`src/pga_pkg.sv`:
```
package pga_pkg;

	// ----------------------------------------------------------------
	// Sources and sizes
	// ----------------------------------------------------------------
	localparam int PGA_NSRC  = 7;
	localparam int PGA_NCONV = 3;
	localparam int PGA_NRAIL = 6;
	localparam int PGA_NFLAG = 13;

	// ----------------------------------------------------------------
	// Timing
	// ----------------------------------------------------------------
	localparam int PGA_CLK_HZ     = 40000000;
	localparam int PGA_CYC_PER_US = PGA_CLK_HZ / 1000000;
	localparam int PGA_GATE_US    = 800;
	localparam int PGA_GATE_CYC   = PGA_GATE_US * PGA_CYC_PER_US;
	localparam int PGA_RISE_MS    = 11;
	localparam int PGA_RISE_CYC   = PGA_RISE_MS * 1000 * PGA_CYC_PER_US;
	localparam int PGA_DEB_US     = 10;
	localparam int PGA_DEB_CYC    = PGA_DEB_US * PGA_CYC_PER_US;

	// ----------------------------------------------------------------
	// Register offsets
	// ----------------------------------------------------------------
	localparam logic [7:0] PGA_OFF_MON   = 8'h00;
	localparam logic [7:0] PGA_OFF_MASK  = 8'h04;
	localparam logic [7:0] PGA_OFF_SRC_A = 8'h08;
	localparam logic [7:0] PGA_OFF_SRC_B = 8'h0C;
	localparam logic [7:0] PGA_OFF_CFG   = 8'h10;
	localparam logic [7:0] PGA_OFF_FLT_A = 8'h14;
	localparam logic [7:0] PGA_OFF_FLT_B = 8'h18;
	localparam logic [7:0] PGA_OFF_FLAGS = 8'h1C;
	localparam logic [7:0] PGA_OFF_STAT  = 8'h20;

	// ----------------------------------------------------------------
	// Fields
	// ----------------------------------------------------------------
	localparam int PGA_MON_WIN     = 6;
	localparam int PGA_CFG_POL     = 0;
	localparam int PGA_CFG_OD      = 1;
	localparam int PGA_CFG_DLY     = 2;
	localparam int PGA_CFG_MODE    = 3;
	localparam int PGA_CFG_HOLD    = 4;
	localparam int PGA_CFG_STRIDE  = 8;
	localparam int PGA_FLG_SD      = 7;
	localparam int PGA_FLG_OVP     = 8;
	localparam int PGA_FLG_RST     = 9;
	localparam int PGA_FLG_SC_LSB  = 10;
	localparam logic [12:0] PGA_MASKABLE = 13'h027F;

	// ----------------------------------------------------------------
	// Reset values
	// ----------------------------------------------------------------
	localparam logic [6:0]  PGA_RST_MON  = 7'h00;
	localparam logic [12:0] PGA_RST_MASK = 13'h0000;
	localparam logic [6:0]  PGA_RST_SRC  = 7'h00;
	localparam logic [4:0]  PGA_RST_CFG  = 5'h01;

	typedef enum logic {PGA_ST_OFF, PGA_ST_RUN} pga_state_t;

endpackage

```
`src/pga_mon_if.sv`:
```
interface pga_mon_if;
	logic [pga_pkg::PGA_NSRC-1:0] in_win;
	logic [pga_pkg::PGA_NSRC-1:0] ok;
	modport core (output in_win, input ok);
	modport mon (input in_win, output ok);
endinterface

```
`src/pga_debounce.sv`:
```
module pga_debounce #(
	parameter int DEB_CYC = pga_pkg::PGA_DEB_CYC
) (
	input wire logic ref_clk,
	input wire logic sys_rst,
	pga_mon_if.mon   mon
);
	localparam int N  = pga_pkg::PGA_NSRC;
	localparam int DW = $clog2(DEB_CYC + 1);

	logic [N-1:0]  ok;
	logic [DW-1:0] cnt [N];

	// ----------------------------------------------------------------
	// Per-source filter
	// ----------------------------------------------------------------
	// A source flips only after differing for DEB_CYC cycles in a row
	always_ff @(posedge ref_clk) begin
		for (int i = 0; i < N; i++) begin
			if (sys_rst || mon.in_win[i] == ok[i]) begin
				cnt[i] <= '0;
			end else if (cnt[i] == DW'(DEB_CYC - 1)) begin
				cnt[i] <= '0;
				ok[i]  <= mon.in_win[i];
			end else begin
				cnt[i] <= cnt[i] + 1'b1;
			end
			if (sys_rst) begin
				ok[i] <= 1'b0;
			end
		end
	end

	assign mon.ok = ok;
endmodule

```
`src/pga_top.sv`:
```
// The implementer's own choices: the register offsets and the strobed register port.
module pga_top #(
	parameter int GATE_CYC = pga_pkg::PGA_GATE_CYC,
	parameter int RISE_CYC = pga_pkg::PGA_RISE_CYC
) (
	input  wire logic        ref_clk,
	input  wire logic        sys_rst,
	input  wire logic [7:0]  addr,
	input  wire logic [15:0] wdata,
	input  wire logic        wr_stb,
	input  wire logic        rd_stb,
	output logic      [15:0] rdata,
	input  wire logic [5:0]  uv_raw,
	input  wire logic [5:0]  ov_raw,
	input  wire logic        thermal_warn_raw,
	input  wire logic        thermal_sd_raw,
	input  wire logic        supply_ovp_raw,
	input  wire logic        supply_uvlo_raw,
	input  wire logic [2:0]  step_down_enable,
	input  wire logic [2:0]  conv_ramping,
	input  wire logic [2:0]  short_event,
	input  wire logic        otp_load_done,
	input  wire logic        otp_mode_a,
	input  wire logic        otp_mode_b,
	input  wire logic        standby_reached,
	output logic             power_ok_out_a,
	output logic             power_ok_out_a_oe,
	output logic             power_ok_out_b,
	output logic             power_ok_out_b_oe,
	output logic             irq_out_low,
	output logic             irq_out_low_oe
);
	localparam int GW = $clog2(GATE_CYC + 1);
	localparam int RW = $clog2(RISE_CYC + 1);

	function automatic logic pga_hit(input logic stb, input logic [7:0] a, input logic [7:0] off);
		return stb && (a == off);
	endfunction

	// ----------------------------------------------------------------
	// Pin synchronisers
	// ----------------------------------------------------------------
	logic [15:0] sync_a;
	logic [15:0] sync_b;
	wire  [15:0] raw_in = {supply_uvlo_raw, supply_ovp_raw, thermal_sd_raw, thermal_warn_raw, ov_raw, uv_raw};

	always_ff @(posedge ref_clk) begin
		if (sys_rst) begin
			sync_a <= 16'h0000;
			sync_b <= 16'h0000;
		end else begin
			sync_a <= raw_in;
			sync_b <= sync_a;
		end
	end

	wire [5:0] uv_s   = sync_b[5:0];
	wire [5:0] ov_s   = sync_b[11:6];
	wire       twarn_s = sync_b[12];
	wire       tsd_s  = sync_b[13];
	wire       ovp_s  = sync_b[14];
	wire       uvlo_s = sync_b[15];

	// ----------------------------------------------------------------
	// Control registers and state
	// ----------------------------------------------------------------
	logic [6:0]  mon_en;
	logic [12:0] irq_mask;
	logic [12:0] flags;
	logic [6:0]  ok_q;
	logic        irq_oe_q;
	pga_pkg::pga_state_t st;

	wire run = (st == pga_pkg::PGA_ST_RUN);
	wire win_sel = mon_en[pga_pkg::PGA_MON_WIN];

	always_ff @(posedge ref_clk) begin
		if (sys_rst) begin
			mon_en   <= pga_pkg::PGA_RST_MON;
			irq_mask <= pga_pkg::PGA_RST_MASK;
		end else begin
			if (pga_hit(wr_stb, addr, pga_pkg::PGA_OFF_MON)) begin
				mon_en <= wdata[6:0];
			end
			if (pga_hit(wr_stb, addr, pga_pkg::PGA_OFF_MASK)) begin
				irq_mask <= wdata[12:0];
			end
		end
	end

	// Lockout drops back to the off state at once; standby releases it
	always_ff @(posedge ref_clk) begin
		if (sys_rst || uvlo_s) begin
			st <= pga_pkg::PGA_ST_OFF;
		end else if (standby_reached) begin
			st <= pga_pkg::PGA_ST_RUN;
		end
	end

	// ----------------------------------------------------------------
	// Window check and debounce
	// ----------------------------------------------------------------
	pga_mon_if mon_bus ();

	wire [5:0] in_win_w = ~uv_s & ~({6{win_sel}} & ov_s);
	assign mon_bus.in_win = {~twarn_s, in_win_w};
	wire [6:0] ok = mon_bus.ok;

	pga_debounce u_deb (
		.ref_clk (ref_clk),
		.sys_rst (sys_rst),
		.mon     (mon_bus.mon)
	);

	// ----------------------------------------------------------------
	// Gating timers
	// ----------------------------------------------------------------
	logic [2:0]    en_q;
	logic [2:0]    ramp_q;
	logic [GW-1:0] gate_cnt [3];
	logic [2:0]    gate_on;

	always_ff @(posedge ref_clk) begin
		if (sys_rst) begin
			en_q   <= 3'h0;
			ramp_q <= 3'h0;
		end else begin
			en_q   <= step_down_enable;
			ramp_q <= conv_ramping;
		end
	end

	for (genvar i = 0; i < pga_pkg::PGA_NCONV; i++) begin : g_gate
		wire restart = (step_down_enable[i] & ~en_q[i]) | (conv_ramping[i] & ~ramp_q[i]);
		always_ff @(posedge ref_clk) begin
			if (sys_rst || !step_down_enable[i]) begin
				gate_cnt[i] <= '0;
			end else if (restart) begin
				gate_cnt[i] <= GW'(GATE_CYC - 1);
			end else if (gate_cnt[i] != '0) begin
				gate_cnt[i] <= gate_cnt[i] - 1'b1;
			end
		end
		// The enable cycle itself is gated too, else a rail still low at enable would fault at once
		assign gate_on[i] = restart | (gate_cnt[i] != '0);
	end

	// ----------------------------------------------------------------
	// Source evaluation
	// ----------------------------------------------------------------
	wire [2:0] mon_conv  = mon_en[2:0] & step_down_enable;
	wire [6:0] bad_now   = {~ok[6], mon_en[5:3] & ~ok[5:3], mon_conv & ~ok[2:0]};
	wire [6:0] bad_gated = bad_now & ~{4'h0, gate_on};
	wire [6:0] bad_cont  = bad_now | {4'h0, mon_conv & conv_ramping};

	// ----------------------------------------------------------------
	// Interrupt flags
	// ----------------------------------------------------------------
	wire [6:0]  chg_en   = {1'b1, mon_en[5:3], mon_conv};
	wire [6:0]  pg_chg   = (ok ^ ok_q) & chg_en;
	wire [12:0] flag_set = {short_event, otp_load_done, ovp_s, tsd_s, pg_chg};
	wire [12:0] flag_clr = pga_hit(wr_stb, addr, pga_pkg::PGA_OFF_FLAGS) ? wdata[12:0] : 13'h0000;
	wire [12:0] eff_mask = irq_mask & pga_pkg::PGA_MASKABLE;
	wire        irq_pend = |(flags & ~eff_mask);
	wire        sd_pend  = flags[pga_pkg::PGA_FLG_SD] | flags[pga_pkg::PGA_FLG_OVP];

	// Level conditions re-set every cycle, so a write-one cannot clear them early
	always_ff @(posedge ref_clk) begin
		if (sys_rst) begin
			flags    <= 13'h0000;
			ok_q     <= 7'h00;
			irq_oe_q <= 1'b0;
		end else begin
			flags    <= (flags & ~flag_clr) | flag_set;
			ok_q     <= ok;
			irq_oe_q <= irq_pend;
		end
	end

	assign irq_out_low    = 1'b0;
	assign irq_out_low_oe = irq_oe_q;

	// ----------------------------------------------------------------
	// Power-good pins
	// ----------------------------------------------------------------
	logic [6:0]    src      [2];
	logic [4:0]    cfg      [2];
	logic [6:0]    fault    [2];
	logic [RW-1:0] rise_cnt [2];
	logic [6:0]    det      [2];
	logic          good     [2];
	logic          act      [2];
	logic          pin_o    [2];
	logic          pin_oe   [2];
	wire  [1:0]    otp_mode = {otp_mode_b, otp_mode_a};

	for (genvar p = 0; p < 2; p++) begin : g_pin
		localparam logic [7:0] OFF_SRC = (p == 0) ? pga_pkg::PGA_OFF_SRC_A : pga_pkg::PGA_OFF_SRC_B;
		localparam logic [7:0] OFF_FLT = (p == 0) ? pga_pkg::PGA_OFF_FLT_A : pga_pkg::PGA_OFF_FLT_B;
		localparam int         CB      = p * pga_pkg::PGA_CFG_STRIDE;

		wire       mode_c = cfg[p][pga_pkg::PGA_CFG_MODE];
		wire [6:0] fclr   = pga_hit(wr_stb, addr, OFF_FLT) ? wdata[6:0] : flag_clr[6:0];
		wire       sc_hit = |(flags[pga_pkg::PGA_FLG_SC_LSB +: 3] & src[p][2:0]);
		wire       sys_pend = sd_pend | flags[pga_pkg::PGA_FLG_RST] | sc_hit;
		wire       hold_off = (~mode_c | cfg[p][pga_pkg::PGA_CFG_HOLD]) & (|fault[p]);
		wire       ready  = ~cfg[p][pga_pkg::PGA_CFG_DLY] | (rise_cnt[p] == RW'(RISE_CYC));
		wire       forced = ~run | uvlo_s | sd_pend;
		wire       lvl    = forced ? 1'b0 : (cfg[p][pga_pkg::PGA_CFG_POL] ? act[p] : ~act[p]);

		assign det[p]  = src[p] & (mode_c ? bad_cont : bad_gated);
		assign good[p] = run & ~sys_pend & ~(|det[p]) & ~hold_off;

		always_ff @(posedge ref_clk) begin
			if (sys_rst) begin
				src[p]      <= pga_pkg::PGA_RST_SRC;
				cfg[p]      <= pga_pkg::PGA_RST_CFG;
				fault[p]    <= 7'h00;
				rise_cnt[p] <= '0;
				act[p]      <= 1'b0;
				pin_o[p]    <= 1'b0;
				pin_oe[p]   <= 1'b1;
			end else begin
				if (pga_hit(wr_stb, addr, OFF_SRC)) begin
					src[p] <= wdata[6:0];
				end
				if (otp_load_done) begin
					cfg[p][pga_pkg::PGA_CFG_MODE] <= otp_mode[p];
				end else if (pga_hit(wr_stb, addr, pga_pkg::PGA_OFF_CFG)) begin
					cfg[p] <= wdata[CB +: 5];
				end
				if (otp_load_done) begin
					fault[p] <= 7'h00;
				end else begin
					fault[p] <= (fault[p] & ~fclr) | det[p];
				end
				// Preloaded at configuration load, then cleared the next cycle because the reset flag set by the load holds good low
				if (otp_load_done) begin
					rise_cnt[p] <= RW'(RISE_CYC);
				end else if (!good[p]) begin
					rise_cnt[p] <= '0;
				end else if (rise_cnt[p] != RW'(RISE_CYC)) begin
					rise_cnt[p] <= rise_cnt[p] + 1'b1;
				end
				act[p] <= good[p] & ready;
				if (cfg[p][pga_pkg::PGA_CFG_OD]) begin
					pin_o[p]  <= 1'b0;
					pin_oe[p] <= ~lvl;
				end else begin
					pin_o[p]  <= lvl;
					pin_oe[p] <= 1'b1;
				end
			end
		end
	end

	assign power_ok_out_a    = pin_o[0];
	assign power_ok_out_a_oe = pin_oe[0];
	assign power_ok_out_b    = pin_o[1];
	assign power_ok_out_b_oe = pin_oe[1];

	// ----------------------------------------------------------------
	// Register read
	// ----------------------------------------------------------------
	logic [15:0] rd_next;

	always_comb begin
		if (addr == pga_pkg::PGA_OFF_MON) begin
			rd_next = {9'h000, mon_en};
		end else if (addr == pga_pkg::PGA_OFF_MASK) begin
			rd_next = {3'h0, irq_mask};
		end else if (addr == pga_pkg::PGA_OFF_SRC_A) begin
			rd_next = {9'h000, src[0]};
		end else if (addr == pga_pkg::PGA_OFF_SRC_B) begin
			rd_next = {9'h000, src[1]};
		end else if (addr == pga_pkg::PGA_OFF_CFG) begin
			rd_next = {3'h0, cfg[1], 3'h0, cfg[0]};
		end else if (addr == pga_pkg::PGA_OFF_FLT_A) begin
			rd_next = {9'h000, fault[0]};
		end else if (addr == pga_pkg::PGA_OFF_FLT_B) begin
			rd_next = {9'h000, fault[1]};
		end else if (addr == pga_pkg::PGA_OFF_FLAGS) begin
			rd_next = {3'h0, flags};
		end else if (addr == pga_pkg::PGA_OFF_STAT) begin
			rd_next = {6'h00, run, act[1], act[0], ok};
		end else begin
			rd_next = 16'h0000;
		end
	end

	always_ff @(posedge ref_clk) begin
		if (sys_rst) begin
			rdata <= 16'h0000;
		end else begin
			rdata <= rd_stb ? rd_next : 16'h0000;
		end
	end
endmodule

```
`config.mk`:
```
export PLATFORM = sky130hd
export DESIGN_NAME = pga_top
export DESIGN_NICKNAME = d
export VERILOG_FILES = /design/src/pga_pkg.sv /design/src/pga_mon_if.sv /design/src/pga_debounce.sv /design/src/pga_top.sv
export SDC_FILE = /design/constraint.sdc
export NUM_CORES = 1
export LEC_CHECK = 0
export BUFFER_PORTS_ARGS = -buffer_cell sky130_fd_sc_hd__buf_2
export CORE_AREA = 3 3 191 193
export DETAILED_ROUTE_END_ITERATION = 8
export DIE_AREA = 0 0 194 196
export PLACE_DENSITY = 0.56
export SETUP_SLACK_MARGIN = 0.2
export SLEW_MARGIN = 20
export SYNTH_ARGS = -nofsm -noshare
export SYNTH_HDL_FRONTEND = slang
export SYNTH_SLANG_ARGS = --single-unit
export TNS_END_PERCENT = 1
```
`constraint.sdc`:
```
create_clock -name ref_clk -period 2.7 [get_ports ref_clk]
set_input_delay 0.405 -clock ref_clk [delete_from_list [all_inputs] [get_ports ref_clk]]
set_output_delay 0.405 -clock ref_clk [all_outputs]
set_load 0.02 [all_outputs]
```
### Word level (Yosys, flattened, before mapping)

Memories as Yosys holds them, arrays and structs flattened.
Index checks and enable logic that the tools add are counted.

| storage, ports and cells | value |
|---|---|
| RAM bits | 190 |
| register bits after elaboration | 103 |
| logic and storage cells | 453 |
| memories | 9 |
| output and inout bits | 22 |

Memories:

| memory | depth | width | rd ports | clocked after memory_dff | write ports | line | text |
|---|---|---|---|---|---|---|---|
| u_deb.cnt | 7 | 9 | 7 | 0 | 7 | pga_debounce.sv:12 | `logic [DW-1:0] cnt [N];` |
| gate_cnt | 3 | 15 | 3 | 0 | 3 | pga_top.sv:120 | `logic [GW-1:0] gate_cnt [3];` |
| rise_cnt | 2 | 19 | 2 | 0 | 2 | pga_top.sv:189 | `logic [RW-1:0] rise_cnt [2];` |
| fault | 2 | 7 | 2 | 0 | 2 | pga_top.sv:188 | `logic [6:0] fault [2];` |
| src | 2 | 7 | 2 | 0 | 2 | pga_top.sv:186 | `logic [6:0] src [2];` |
| cfg | 2 | 5 | 2 | 0 | 2 | pga_top.sv:187 | `logic [4:0] cfg [2];` |
| +3 memories | n/a | n/a | n/a | n/a | n/a | n/a |  |

| operators by class | value |
|---|---|
| reduce and logical (&&, ||, !) cells | 43 |
| $add $sub $neg | 12 |
| eq/ne operators | 26 |
| muxes and demuxes | 200 |
| bitwise gates (word level) | 143 |

Operators with widths:

| operator | number |
|---|---|
| $mux 1 | 152 |
| $mux 9 | 14 |
| $mux 19 | 6 |
| $mux 13 | 8 |
| $mux 15 | 6 |
| $mux 7 | 11 |
| $or 1x1->1 | 66 |
| $add 9x1->9 const B | 7 |
| $eq 9x9->1 const B | 7 |
| $reduce_bool 15->1 | 3 |
| $sub 15x1->15 const B | 3 |
| $and 7x7->7 | 6 |
| $add 19x1->19 const B | 2 |
| $eq 19x19->1 const B | 2 |
| $ne 19x19->1 const B | 2 |
| $eq 8x5->1 const B | 4 |
| $not 1->1 | 31 |
| $reduce_or 7->1 | 4 |
| $and 13x13->13 | 2 |
| $and 3x3->3 | 6 |
| $and 1x1->1 | 16 |
| $eq 8x4->1 const B | 2 |
| $not 7->7 | 2 |
| $or 7x7->7 | 2 |
| 23 further kinds | 60 |

### Depth between registers and ports, before layout

| depth | value |
|---|---|
| depth in word-level cells | 18 |
| gate-level depth with buffers | 9 |
| mapped depth without buffers | 8 |

### Modules after synthesis

Synthesis repeated with hierarchy kept, for this count alone.

| second synthesis, totals | value |
|---|---|
| cell total of the unflattened synthesis | 1427 |
| area total of the unflattened synthesis | 14606.5 um^2 |

Modules (own cells, without submodules):

| module | times used | cells each | area an instance (um^2) |
|---|---|---|---|
| pga_top | 1 | 1075 | 10731.5 |
| pga_debounce | 1 | 352 | 3875.0 |

### Worst setup path after synthesis

OpenSTA, ideal clock, no wires.

| path | value |
|---|---|
| kind | reg2reg |
| from | memory fault[0][2] |
| to | memory rise_cnt[0][0] in the netlist's numbering, enable pin |
| required time | 2388 ps |
| arrival time | 2237 ps |
| slack | 151 ps |
| path buffers | 0 |
| stages on the path, launching flop included | 6 |
| path through | edfxtp_1 > nor4_1 > a21oi_1 > or3_1 > or4_4 > or3_2 |

RTL lines:

| item | line |
|---|---|
| from (decl) | pga_top.sv:188 |
| to (decl) | pga_top.sv:189 |

==> results.md <==
* Crit start category: flop
* Die height at 196 um
* Post-synthesis cell count at 1,359
* # DRC at 0
* Nets at 1,623
* Sw Share at 22.96%
* Vias per cell at 5.068
* Die area at 0.03802 mm^2
* Worst EP required at 3.07 ns
* CP delay by family, top: simple AND/OR/NAND/NOR gates
* Row count at 68
* Drt total wl at 33,000 um
* Pint at 0.008060 W
* Clock share of power at 44.1%
* Fin Setup TNS at 0 ns
* Clk_lat worst skew at 0.51 ns
* Setup Viol. Count Final at 0
* Async set or reset register ratio after synthesis at 0%
* Fin crit period at 2.496 ns
* Initial Utilization at 40.20%
* Total CTS buffers at 35
* Status: finished, final reports clean
* Final number of hold-violating endpoints at 0
* DP HPWL at 23,590 um
* Kind of critical path: flop to flop
* Total grt overflow at 0
* Reg clk slew, reported paths at 0.06 ns
* Combinational share of power at 7.1%
* Global-route wire length before repair at 52,890 um
* Max Root-Sink Buffers at 3
* IO Count at 79
* Max-slew headroom at 54.19%
* Hold-fix buffers at CTS at 0
* Synth Flop Type: edfxtp_1
* LEAKAGE at 6.358 nW
* Clk_skew at 0.01183 ns
* Register share of total power at 48.8%
* Fraction of layout cells with a size suffix above 1 at 13.57%
* Initial antenna violation count at 3
* CTS root buf: clkbuf_16
* Pwr dens at 628.2 mW/mm^2
* Hold Path Class: primary input to flop
* Placeable core area at 0.03471 mm^2
* Antenna-violating nets left at 0
* TritonCTS clock tree: built
* Post-synthesis sequential area ratio at 55.02%
* Yosys warnings at 0
* # clock sinks at 290
* P&R area growth vs syn at 19.35%
* Fmax at 400.6 MHz
* Avg Cell Area, Syn at 10.27 um^2
* Vias in the first global route at 10,030
* Element type at the critical path end: flop
* Max-cap violation count at 0
* Dpl cells at 1,958
* Largest net degree at the start of global routing at 32
* Worst-path fanout max at 5
* Count of cell types in the netlist at 69
* Slowest Stage Delay on Critical Path at 0.59 ns
* Worst path bufs/invs at 2
* Worst-path cell chain: inv_2, ha_2, nor4b_4, and4b_1, a21bo_2, or4_4, buf_8, or2_4, nor3b_2
* Slowest cell on crit path: or4_4
* CP arrival at 2.86 ns
* Post-Layout Cell Count at 2,032
* Routed len/inst at 16.24 um
* Commonest non-fill, non-tap cell in the layout: edfxtp_1
* Most frequent cells in the layout: 187 x edfxtp_1, 164 x nor2_1, 127 x nand2_1
* Via count at 10,300
* RD Place Congestion at 0.9408
* Htree depth at 2
* Ant diodes at 0
* Netlist Area Pre-Place at 0.01395 mm^2
* RSZ-0062 raised after global routing: true
* GRT Util Overall at 16.92%
* Buffers on Ports at 71
* Die W at 194 um
* VDD IR-drop max at 0.5578 mV
* 1st-iter DRT viols at 611
* Slew Viols, Final at 0
* Final worst path period share at 92.46%
* Net load switching power at 0.002402 W
* Worst-Margin Slew at 0.6853 ns
* Flops & latches, synth at 290
* TritonRoute pass-1 iters at 5
* Number of synthesized flops with an enable pin at 187
==> logic make-up after synthesis <==
kind of cell	synth area share, %
AOI/OAI and AO/OA	9.075
and+or+nand+nor	21.99
other	0.05382
muxes	1.363
DFF	55.02
xor gates and xnor gates	8.411
buffers and inverters	2.654
adders and majority gates	1.435
==> registers in the layout (all words and copies together), names as in the netlist, 14 cells and up <==
register / flops
u_deb.cnt: 63
gate_cnt: 45
rise_cnt: 38
sync_a: 16
sync_b: 16
fault: 14
src: 14
==> final timing paths <==
kind                                                   start                      endpoint  slack (ns)  cells past startpoint
worst min-delay path                               ov_raw[0]          sync_a[6]$_SDFF_PP0_        0.10                      2
worst max-delay path            gate_cnt[2][0]$_SDFFCE_PN0P_  rise_cnt[0][1]$_SDFFCE_PP0P_        0.20                      9
worst min register to register          sync_a[7]$_SDFF_PP0_          sync_b[7]$_SDFF_PP0_        0.43                      1
worst max register to register  gate_cnt[2][0]$_SDFFCE_PN0P_  rise_cnt[0][1]$_SDFFCE_PP0P_        0.20                      9
==> cell usage after synthesis (all sizes together) (8+ instances only) <==
cell / number / area, um^2
and3: 32 / 200.2
nor4: 25 / 192.7
clkbuf: 46 / 176.4
o31ai: 16 / 120.1
nor3: 35 / 180.2
nor2: 164 / 615.6
dfxtp: 103 / 2062
mux2i: 19 / 190.2
nand4: 22 / 137.6
o21ai: 45 / 225.2
a21oi: 83 / 415.4
xor2: 61 / 534.3
o22ai: 8 / 50.05
or3: 13 / 82.58
nand2b: 18 / 112.6
xnor2: 73 / 639.4
edfxtp: 187 / 5615
nor4b: 9 / 108.9
inv: 33 / 123.9
nand3: 53 / 265.3
and2: 28 / 175.2
nand2: 127 / 476.7
ha: 16 / 200.2
buf: 11 / 70.07
nand3b: 8 / 60.06
nor2b: 49 / 306.5
a22oi: 14 / 105.1
==> routing by layer <==
metal	wire, um	track usage, %	share of wire (%)
met5	30	0	0.091
met4	544	3.856	1.6
met3	1854	3.022	5.6
met2	15020	27.01	45
met1	15560	24.19	47
==> layout make-up <==
class                      instances  area (um^2)
fill                            3305        18060
sequential                       290         7677
multi-input combinational       1063         6299
clock buffer                      52         1054
timing repair buffer             127        828.3
tap                              455        569.3
inverter                          33        123.9
clock inverter                    12        102.6
==> through the flow <==
step	utilization, %	setup WS (ns)	hold WS (ns)	power, W	area, um^2
finish	47.97	0.2036	0.1017	0.01046	16650
global route	47.97	0.1150	0.08302	0.01090	16650
CTS	47.60	0.1678	0.07492	0.01057	16520
detailed placement	44.18	0.1705	0.4212	0.005907	15340
global placement	44.16	0.1573	0.4241	0.005893	15330
floorplan	-	0.2423	0.4130	0.005645	14260
==> repair_timing <==
| item | in CTS | in global routing |
|---|---|---|
| setup endpoints to repair | 28 | 70 |
| gates cloned | 2 | 1 |
| gates resized for setup | 4 | 12 |
| setup buffers | 0 | 7 |
| pin swaps | 2 | 8 |
==> worst register-to-register path: stages (launching register included) <==
cell and delay [ns]:
edfxtp_1 0.39, inv_2 0.06, ha_2 0.18, nor4b_4 0.13, and4b_1 0.19, a21bo_2 0.22, or4_4 0.60, buf_8 0.16
or2_4 0.27, nor3b_2 0.16
==> power by group through the flow <==
stage / Sequential (W) / Combinational, W / Clock (W)
finish: 0.00510 / 0.000741 / 0.00462
global route: 0.00513 / 0.000834 / 0.00493
CTS: 0.00510 / 0.000727 / 0.00475
detailed placement: 0.00519 / 0.000720 / 0
global placement: 0.00518 / 0.000711 / 0
floorplan: 0.00514 / 0.000503 / 0
(Power assumes the default switching activity.)
